File: config.mk
export PLATFORM = sky130hd
export DESIGN_NAME = image_accel_ctrl_regs
export DESIGN_NICKNAME = d
export VERILOG_FILES = /design/src/image_accel_pkg.sv /design/src/image_accel_ctrl_regs.sv /design/src/flag_cell.sv
export VERILOG_INCLUDE_DIRS = /design/src
export SDC_FILE = /design/constraint.sdc
export NUM_CORES = 1
export LEC_CHECK = 0
export ABC_AREA = 1
export ABC_CLOCK_PERIOD_IN_PS = 16450
export BUFFER_PORTS_ARGS = -buffer_cell sky130_fd_sc_hd__buf_4
export CELL_PAD_IN_SITES_DETAIL_PLACEMENT = 0
export CELL_PAD_IN_SITES_GLOBAL_PLACEMENT = 1
export CORE_MARGIN = 2
export CORE_UTILIZATION = 36
export DETAILED_ROUTE_END_ITERATION = 12
export PLACE_DENSITY = 0.88
export SLEW_MARGIN = 20
export SYNTH_ARGS = -nofsm -noshare
export SYNTH_HDL_FRONTEND = slang
export SYNTH_SLANG_ARGS = --single-unit
File: constraint.sdc
create_clock -name clk -period 16.45 [get_ports clk]
set_clock_uncertainty 0.2 [all_clocks]
set_input_delay 1.645 -clock clk [delete_from_list [all_inputs] [get_ports clk]]
set_output_delay 1.645 -clock clk [all_outputs]
set_load 0.03 [all_outputs]
File: src/image_accel_map.svh
// Purpose : offsets, field positions, reset values of the image
//           accelerator register bank
// Assumes : byte addresses, one aligned 32-bit word per register
// Notes   : definitions only
`ifndef IMAGE_ACCEL_MAP_SVH
`define IMAGE_ACCEL_MAP_SVH

// ==========================================================
// register byte offsets from the block base
`define IA_OFF_MAIN_CONTROL       8'h00
`define IA_OFF_SOURCE1_GRAY_RATIO 8'h04
`define IA_OFF_SOURCE0_GRAY_RATIO 8'h08
`define IA_OFF_GLYPH_AREA_COLOR   8'h0c
`define IA_OFF_NON_GLYPH_COLOR    8'h10
`define IA_OFF_SOURCE1_READ_STEP  8'h14
`define IA_OFF_CONTROL_TWO        8'h18
`define IA_OFF_DEST_X_WRITE_STEP  8'h1c
`define IA_OFF_DEST_Y_WRITE_STEP  8'h20
`define IA_OFF_SOURCE_IMAGE_SIZE  8'h24
`define IA_OFF_DEST_IMAGE_SIZE    8'h28
`define IA_OFF_SOURCE0_START_ADDR 8'h2c
`define IA_OFF_DEST_START_ADDR    8'h30
`define IA_OFF_CONTROL_ONE        8'h34
`define IA_OFF_SOURCE0_READ_STEP  8'h38

// word index of the last mapped register
`define IA_LAST_INDEX             4'he

// ==========================================================
// main_control field positions
`define IA_B_PROC_ERROR_FLAG      21
`define IA_B_LINE_DONE_FLAG       20
`define IA_B_PROC_ERROR_IRQ_EN    17
`define IA_B_LINE_DONE_IRQ_EN     16
`define IA_B_BOTTOM_DUMMY_LINE    15
`define IA_B_AUTO_HOT_POINT       14
`define IA_B_DMA_BURST_SELECT     13
`define IA_B_DMA_ALLOW            12
`define IA_B_TOP_DUMMY_LINE       11
`define IA_B_PIXEL_FORMAT         10
`define IA_B_EDGE_DUMMY_COLUMN    9
`define IA_B_PERIOD_CORRECTION    8
`define IA_B_SRC1_HIGH_MSB        7
`define IA_B_SRC1_HIGH_LSB        0

// ==========================================================
// reset values
`define IA_RST_PERIOD_CORRECTION  1'b1
`define IA_RST_SRC1_HIGH          8'h00
`define IA_RST_WORD               32'h0000_0000

`endif

File: src/image_accel_pkg.sv
// Purpose : types shared by the image accelerator register bank
// Assumes : image_accel_map.svh holds the numbers
// Notes   : all carriers are packed structs
package image_accel_pkg;

   // ==========================================================
   // register access port
   typedef struct packed {
      logic        valid;
      logic        write;
      logic [7:0]  addr;
      logic [31:0] wdata;
   } bus_req_t;

   typedef struct packed {
      logic        ack;
      logic        err;
      logic [31:0] rdata;
   } bus_rsp_t;

   // ==========================================================
   // control fields seen by the datapath
   typedef struct packed {
      logic       bottom_dummy_line_add;
      logic       auto_hot_point;
      logic       dma_burst_select;
      logic       dma_allow;
      logic       top_dummy_line_add;
      logic       pixel_format_select;
      logic       edge_dummy_column_add;
      logic       period_correction;
      logic [7:0] src_one_addr_high;
   } ctrl_t;

   // ==========================================================
   // module states
   typedef struct packed {
      logic flag;
   } flag_state_t;

   typedef struct packed {
      bus_rsp_t           rsp;
      logic               proc_error_irq_enable;
      logic               line_done_irq_enable;
      ctrl_t              ctrl;
      logic [13:0][31:0]  words;
      logic               irq;
   } regs_state_t;

endpackage

File: src/image_accel_ctrl_regs.sv
// Purpose : register bank and main control of the image accelerator
// Assumes : 125 MHz clk; events arrive from datapath logic on clk
// Notes   : one-cycle registered answer to every register access
//
// Overview of operation
// - error flag bit 21 reads pending; write 0 clears, 1 keeps
// - line-end flag bit 20 reads pending; write 0 clears, 1 keeps
// - line-end event is raised once per finished source line
// - line-end marks internal processing done, not buffer drain
// - bit 17 enables the error interrupt when 1; resets to 0
// - bit 16 enables the line-end interrupt when 1; resets to 0
// - bit 15 adds dummy points after the last Y line
// - bit 14 turns on automatic hot point calculation
// - bit 11 adds dummy points before the first Y line
// - bit 9 adds dummy columns at left and right X edges
// - bits 7..0 give source 1 address bits 31..24; reset 0
// - unused control bits read undefined; software writes zero
// - all registers are 32-bit words at offsets from the base
// - dma mode bit: 0 single, 1 burst transfers
// - dma allow bit enables dma; drops at end of one image
`timescale 1ns/1ps
`default_nettype none

`include "image_accel_map.svh"

module image_accel_ctrl_regs (
   // clock, reset, enable
   input  wire logic                     clk,
   input  wire logic                     resetn,
   input  wire logic                     ce,
   // register access
   input  wire image_accel_pkg::bus_req_t bus_req,
   output var  image_accel_pkg::bus_rsp_t bus_rsp,
   // datapath events
   input  wire logic                     err_event,
   input  wire logic                     line_done_event,
   input  wire logic                     image_done,
   // datapath controls
   output var  image_accel_pkg::ctrl_t    ctrl,
   output var  logic [13:0][31:0]        cfg_words,
   // interrupt
   output var  logic                     irq
);
   import image_accel_pkg::*;

   // ==========================================================
   // reset release
   logic rst_meta_q;
   logic rst_n;

   always_ff @(posedge clk or negedge resetn) begin
      if (!resetn) begin
         rst_meta_q <= 1'b0;
         rst_n      <= 1'b0;
      end else begin
         rst_meta_q <= 1'b1;
         rst_n      <= rst_meta_q;
      end
   end

   // ==========================================================
   // decode
   regs_state_t s_q;
   regs_state_t s_d;
   logic        acc;
   logic        mapped;
   logic        wr_main;
   logic [3:0]  idx;
   logic [3:0]  widx;
   logic [31:0] main_rd;
   logic [1:0]  flag_set;
   logic [1:0]  flag_clr;
   logic [1:0]  flag_q;

   assign acc  = ce && bus_req.valid;
   assign idx  = bus_req.addr[5:2];
   assign widx = idx - 4'h1;

   // only aligned words from the base up to the last register are mapped; others answer with err
   assign mapped = (bus_req.addr[7:6] == 2'b00)
                && (bus_req.addr[1:0] == 2'b00)
                && (idx <= `IA_LAST_INDEX);

   assign wr_main = acc && bus_req.write && mapped
                 && (bus_req.addr == `IA_OFF_MAIN_CONTROL);

   // ==========================================================
   // pending flags: index 1 error, index 0 line end
   // line end comes from the scaler core once per source line,
   // so software sees it before the write buffer has drained
   assign flag_set = {err_event, line_done_event};
   assign flag_clr = {
      wr_main && !bus_req.wdata[`IA_B_PROC_ERROR_FLAG],
      wr_main && !bus_req.wdata[`IA_B_LINE_DONE_FLAG]
   };

   genvar g;
   generate
      for (g = 0; g < 2; g++) begin : g_flag
         flag_cell u_flag (
            .clk     (clk),
            .rst_n   (rst_n),
            .ce      (ce),
            .set_evt (flag_set[g]),
            .clr     (flag_clr[g]),
            .flag_q  (flag_q[g])
         );
      end
   endgenerate

   // ==========================================================
   // main control read image
   // unused positions read as zero, a legal undefined value
   always_comb begin
      main_rd = 32'h0000_0000;
      main_rd[`IA_B_PROC_ERROR_FLAG]   = flag_q[1];
      main_rd[`IA_B_LINE_DONE_FLAG]    = flag_q[0];
      main_rd[`IA_B_PROC_ERROR_IRQ_EN] = s_q.proc_error_irq_enable;
      main_rd[`IA_B_LINE_DONE_IRQ_EN]  = s_q.line_done_irq_enable;
      main_rd[`IA_B_BOTTOM_DUMMY_LINE] = s_q.ctrl.bottom_dummy_line_add;
      main_rd[`IA_B_AUTO_HOT_POINT]    = s_q.ctrl.auto_hot_point;
      main_rd[`IA_B_DMA_BURST_SELECT]  = s_q.ctrl.dma_burst_select;
      main_rd[`IA_B_DMA_ALLOW]         = s_q.ctrl.dma_allow;
      main_rd[`IA_B_TOP_DUMMY_LINE]    = s_q.ctrl.top_dummy_line_add;
      main_rd[`IA_B_PIXEL_FORMAT]      = s_q.ctrl.pixel_format_select;
      main_rd[`IA_B_EDGE_DUMMY_COLUMN] = s_q.ctrl.edge_dummy_column_add;
      main_rd[`IA_B_PERIOD_CORRECTION] = s_q.ctrl.period_correction;
      main_rd[`IA_B_SRC1_HIGH_MSB:`IA_B_SRC1_HIGH_LSB] =
         s_q.ctrl.src_one_addr_high;
   end

   // ==========================================================
   // next state
   always_comb begin
      s_d = s_q;
      s_d.rsp.ack = 1'b0;
      s_d.rsp.err = 1'b0;
      if (acc) begin
         s_d.rsp.ack   = 1'b1;
         s_d.rsp.rdata = 32'h0000_0000;
         if (!mapped) begin
            // writes are dropped, reads return zero
            s_d.rsp.err = 1'b1;
         end else if (bus_req.write) begin
            if (idx == 4'h0) begin
               s_d.proc_error_irq_enable =
                  bus_req.wdata[`IA_B_PROC_ERROR_IRQ_EN];
               s_d.line_done_irq_enable =
                  bus_req.wdata[`IA_B_LINE_DONE_IRQ_EN];
               s_d.ctrl.bottom_dummy_line_add =
                  bus_req.wdata[`IA_B_BOTTOM_DUMMY_LINE];
               s_d.ctrl.auto_hot_point =
                  bus_req.wdata[`IA_B_AUTO_HOT_POINT];
               s_d.ctrl.dma_burst_select =
                  bus_req.wdata[`IA_B_DMA_BURST_SELECT];
               s_d.ctrl.dma_allow =
                  bus_req.wdata[`IA_B_DMA_ALLOW];
               s_d.ctrl.top_dummy_line_add =
                  bus_req.wdata[`IA_B_TOP_DUMMY_LINE];
               // stored as written; 0 is reserved and left to software
               s_d.ctrl.pixel_format_select =
                  bus_req.wdata[`IA_B_PIXEL_FORMAT];
               s_d.ctrl.edge_dummy_column_add =
                  bus_req.wdata[`IA_B_EDGE_DUMMY_COLUMN];
               s_d.ctrl.period_correction =
                  bus_req.wdata[`IA_B_PERIOD_CORRECTION];
               s_d.ctrl.src_one_addr_high =
                  bus_req.wdata[`IA_B_SRC1_HIGH_MSB:`IA_B_SRC1_HIGH_LSB];
            end else begin
               s_d.words[widx] = bus_req.wdata;
            end
         end else begin
            if (idx == 4'h0) begin
               s_d.rsp.rdata = main_rd;
            end else begin
               s_d.rsp.rdata = s_q.words[widx];
            end
         end
      end
      // end of one image withdraws dma permission; beats a same-cycle set
      if (image_done) begin
         s_d.ctrl.dma_allow = 1'b0;
      end
      // one cycle behind the flags, so the pin is glitch free
      s_d.irq = (flag_q[1] && s_q.proc_error_irq_enable)
             || (flag_q[0] && s_q.line_done_irq_enable);
   end

   always_ff @(posedge clk or negedge rst_n) begin
      if (!rst_n) begin
         s_q <= '0;
         s_q.ctrl.period_correction <= `IA_RST_PERIOD_CORRECTION;
         s_q.ctrl.src_one_addr_high <= `IA_RST_SRC1_HIGH;
      end else if (ce) begin
         s_q <= s_d;
      end
   end

   // ==========================================================
   // outputs
   assign bus_rsp   = s_q.rsp;
   assign ctrl      = s_q.ctrl;
   assign cfg_words = s_q.words;
   assign irq       = s_q.irq;
endmodule // image_accel_ctrl_regs

`default_nettype wire

File: src/flag_cell.sv
// Purpose : sticky pending flag, set by hardware, cleared by software
// Assumes : set and clear come from logic on the same clock
// Notes   : a set in the clearing cycle wins
`timescale 1ns/1ps
`default_nettype none

module flag_cell (
   // clock and reset
   input  wire logic clk,
   input  wire logic rst_n,
   input  wire logic ce,
   // event and clear
   input  wire logic set_evt,
   input  wire logic clr,
   // flag
   output var  logic flag_q
);
   import image_accel_pkg::*;

   flag_state_t s_q;
   flag_state_t s_d;

   // ==========================================================
   // next state
   always_comb begin
      s_d = s_q;
      if (set_evt) begin
         // never lose an event that lands on a clear
         s_d.flag = 1'b1;
      end else if (clr) begin
         s_d.flag = 1'b0;
      end
   end

   always_ff @(posedge clk or negedge rst_n) begin
      if (!rst_n) begin
         s_q <= '0;
      end else if (ce) begin
         s_q <= s_d;
      end
   end

   assign flag_q = s_q.flag;
endmodule // flag_cell

`default_nettype wire

# Yosys cells after proc, flatten, opt, wreduce, memory -nomap -nowiden
# Index checks and enable logic that the tools add are counted.
# word_totals
ff_bits	505
output_inout_bits	499
ram_bits	0
word_cells	86
mem_count	0
latchBits	0
inputBits	48
romBits	0
# op_classes
n_bitwise	1
reduce_logical	30
shift	0
eq_ne	0
n_div	0
n_mul	0
n_mux	18
addsub	1
n_lt_le_gt_ge	3
# op_table
operator	count
500-bit 2-to-1 mux	1
498-bit 2-to-1 mux	1
466-bit 2-to-1 mux	1
448-bit bitwise mux	1
448-bit 2-to-1 mux	1
32-bit binary-select mux with 4-bit select	1
32-bit demux with 4-bit select	1
32-bit 2-to-1 mux	4
18-bit 2-to-1 mux	1
5-bit AND reduction	3
2-bit nonzero test	6
1-bit logical AND	11
8-bit zero test	1
1-bit 2-to-1 mux	6
2-bit AND reduction	3
4-bit by 5-bit < comparator with 1-bit output, second input constant	1
4-bit by 1-bit greater-or-equal comparator with 1-bit output, second input constant	1
4-bit less-or-equal comparator, second input constant	1
2-bit zero test	2
4-bit zero test	1
4-bit by 1-bit subtractor with 4-bit output, second input constant	1
1-bit zero test	2
1-bit logical OR	1
1-bit NOT	1

# Logic depth before layout (Yosys ltp)
# depth
ltp_word	11
mapped_depth	16
mapped_depth_nobuf	12

# Modules after synthesis
# A second synthesis with hierarchy kept.
# hier_totals
cells_unflattened	2906
hier_area_um2	23115.9
# by_module_without_submodules
mod	seq_area_each_um2	cells_per_inst	area_each_um2	instances
image_accel_ctrl_regs	12588.3	2896	23035.8	1
flag_cell	25.0	5	40.0	2

# Worst setup path after synthesis
# OpenSTA, ideal clock, no wires.
# synth_timing
kind	input port to flip-flop
start	input bus_req[34] (netlist name)
end	register with a tool-made name
setup_ns	0.118
n_path_buf	5
arrival_time_ns	4.044
slack_ns	12.088
cell_stages	13
required_time_ns	16.132
path_cell_list	inv_2 -> clkbuf_1 -> buf_2 -> buf_1 -> ha_1 -> xnor2_4 -> nand3_2 -> nor2_4 -> nand2_1 -> buf_2 -> buf_2 -> nand2_1 -> nand2_1
# synth_lines
item	line	text
start: declaration	image_accel_ctrl_regs.sv:32	input wire image_accel_pkg::bus_req_t bus_req,

==> results.tsv <==
stage	metric	value	unit
die	Top Ports	547	
power_and_ir_drop	Leakage	15.88	nW
worst_setup_path	Worst EP arrival	6230	ps
sta	Slew @ Worst Pin	1271	ps
clocking	CTS tree	done	
global_routing	vias in the first global route	22260	
run_status	status	finished clean	
run	Max Cap Viol	0	
die	die area	68680	um^2
global_routing	grt ovf	0	
clocking	Clock Path Buffers	3	
synthesis	Post-synth top flop	dfrtp_1	
hold_path	min-delay worst type	flop to flop	
hold_path	Hold Path Depth	0	
power_and_ir_drop	Power per Cell Area	96.48	nW/um^2
global_routing	first-pass GRT wire length	147200	um
die	DIE HEIGHT	262.1	um
place	area of placed instances	28230	um^2
place	DP HPWL	69050	um
sta	Setup violations, final	0	
sta	slew margin rel.	15.27	%
synthesis	Yosys top cell area share	52.60	%
die	Starting Density	36.40	%
worst_setup_path	crit-path max cell delay	990	ps
drt	DRT Wirelength	100400	um
synthesis	flip-flop and latch count after synthesis	505	
worst_setup_path	Worst Path Buf+Inv	4	
synthesis	warnings from Yosys	0	
clocking	clock buffer count from CTS	54	
drt	via count	23660	
synthesis	Yosys cell types	34	
drt	via/cell ratio	5.358	
drt	DRT iter0 DRCs	3026	
worst_setup_path	Critical Path Start Type	input port	
finish	Post-Layout Inst Area	30070	um^2
synthesis	syn_nets	3194	
drt	drt pass-1 iters	8	
worst_setup_path	WS Path Type	input port to flop	
clocking	setup bufs post-CTS	0	
place	# port buffers	546	
global_routing	initial antenna violation count	0	
finish	share of cells above drive strength 1	19.77	%
worst_setup_path	Reg2Reg Setup Slack	11940	ps
place	placed cell count	4313	
worst_setup_path	critical path fanouts, max	224	
die	Core Box Area	65860	um^2
hold_path	Hold Crit Start	rst_meta_q$_DFF_PN0_	
clocking	clock slew at the register clock pins of the worst setup and hold paths	60	ps
global_routing	GRT Total Usage	28.47	%
worst_setup_path	cell chain of the critical path	clkbuf_8 -> inv_8 -> ha_1 -> inv_2 -> nand4_1 -> and2_1 -> nand2_1 -> nor2_4 -> buf_12 -> nand2_2 -> o21ai_0	
worst_setup_path	CP required	16730	ps
clocking	root buffer cell	clkbuf_16	
finish	# nets final	3558	
synthesis	post-synthesis async set-or-reset flop share	100.0	%
clocking	post-CTS sizing	0	
die	Die W	262.1	um
synthesis	count leader, synth	nand2_1	
global_routing	largest net degree at the start of global routing	225	
place	GPL Wtd Cong	0.8812	
drt	DRT antenna net count	0	
sta	RSZ-0062 raised after global routing	false	
drt	wire per inst	22.75	um
sta	TNS Setup	0	ps
worst_setup_path	Critical Path Slowest Stage Cell	nand2_2	
hold_path	Worst Hold End	rst_n$_DFF_PN0_	
synthesis	Post-synth EDFFs	0	
finish	Area growth, synth to finish	25.43	%
die	FP Rows	94	
clocking	Clk Latency, worst-skew pair	620	ps
sta	Fmax	168.1	MHz
synthesis	register area share after synthesis	52.71	%
worst_setup_path	CP delay by family, top	simple AND/OR/NAND/NOR gates	
sta	Final Cycle Share	36.17	%
synthesis	post-synth top area cell	dfrtp_1	
sta	Fin. Hold Viols	0	
sta	Final Slew Violations	0	
power_and_ir_drop	VDD IR-drop max	0.08502	mV
finish	final std cells w/o fill	4415	
sta	min cycle time layout	5951	ps
synthesis	Synth Instances	3141	
synthesis	synthesized area	23980	um^2
worst_setup_path	Critical R2R Launch	rst_n$_DFF_PN0_	
synthesis	Post-synth top cells	nand2_1, dfrtp_1, nand3_1	
synthesis	synth top area cells	dfrtp_1, nand2_1, nand3_1, o21ai_0, clkbuf_1	
worst_setup_path	CP Capture Type	flop	
worst_setup_path	R2R Path End	ctrl[11]$_DFFE_PN0P_	
worst_setup_path	worst-case reg-to-reg path depth	4	
clocking	htree depth	2	
clocking	CTS hold repair buffers	0	
clocking	CTS Sinks	505	
synthesis	Syn Area/Cell	7.633	um^2
drt	DRC Markers	0	
-- per-layer routing --
layer | track usage (%) | share of wire (%) | wire length, um
met2 | 46.48 | 48 | 48330
met4 | 12.24 | 4.6 | 4637
met1 | 36.75 | 38 | 38560
met5 | 0 | 0 | 0
met3 | 5.758 | 8.9 | 8908
-- cell families after synthesis --
| kind of cell | after synthesis | share of synthesized area, % |
|---|---|---|
| AOI/OAI and AO/OA | 368 | 7.818 |
| and+or+nand+nor | 1965 | 33.57 |
| buffers and inverters | 295 | 5.438 |
| other | 1 | 0.01564 |
| xor gates and xnor gates | 2 | 0.1827 |
| adders and majority gates | 5 | 0.2609 |
| DFF | 505 | 52.71 |
-- worst register-to-register path, cell delays in order, from the launching register on --
cell     delay, ps
dfrtp_4        870
buf_4          770
buf_4          830
buf_4          890
buf_4          890
-- final cells by class --
cell class | instances | area [um^2]
repair buffers | 567 | 4275
clock inverters | 21 | 212.7
multi-input cells | 2341 | 10090
inverters | 36 | 145.1
fillers | 6654 | 35790
well taps | 864 | 1081
flip-flops and latches | 505 | 12640
clock buffers | 80 | 1620
diodes | 1 | 2.502
-- metrics by stage --
stage	utilization, %	total power, mW	hold WS, ps	worst slack, ps
floorplan	-	1.508	131.2	1134
global placement	42.86	1.652	134.1	10140
detailed placement	42.86	1.654	148.2	10010
CTS	45.64	2.918	163.0	10660
global route	45.65	2.992	162.5	10340
finish	45.66	2.901	159.6	10500
-- layout by cell type, fill, tap and decap left out, types with 4 or more instances in the layout --
cell type,count
a21oi_1,35
a22oi_1,12
buf_4,565
clkbuf_1,10
clkbuf_16,55
clkbuf_8,16
clkinv_2,13
dfrtp_1,503
ha_1,4
inv_1,30
nand2_1,1404
nand2_2,13
nand3_1,386
nor2_1,136
nor2_4,14
o21ai_0,287
o21ai_1,32
-- power by group --
group / switching (mW) / internal [mW] / leakage [nW]
clock network: 0.542 / 0.730 / 0.913
logic: 0.257 / 0.0882 / 7.96
registers: 0.0229 / 1.26 / 7.01
-- worst max path at each step --
| stage | startpoint | endpoint | slack (ps) | depth (start not counted) |
|---|---|---|---|---|
| finish | bus_req[34] | flop | 10500 | 11 |
| global route | bus_req[34] | flop | 10340 | 9 |
| CTS | bus_req[34] | flop | 10660 | 9 |
| detailed placement | bus_req[34] | flop | 10010 | 9 |
| global placement | bus_req[34] | flop | 10140 | 9 |
| floorplan | rst_n$_DFF_PN0_ | asynchronous set/reset pin | 1130 | 0 |
(Power assumes the default switching activity.)
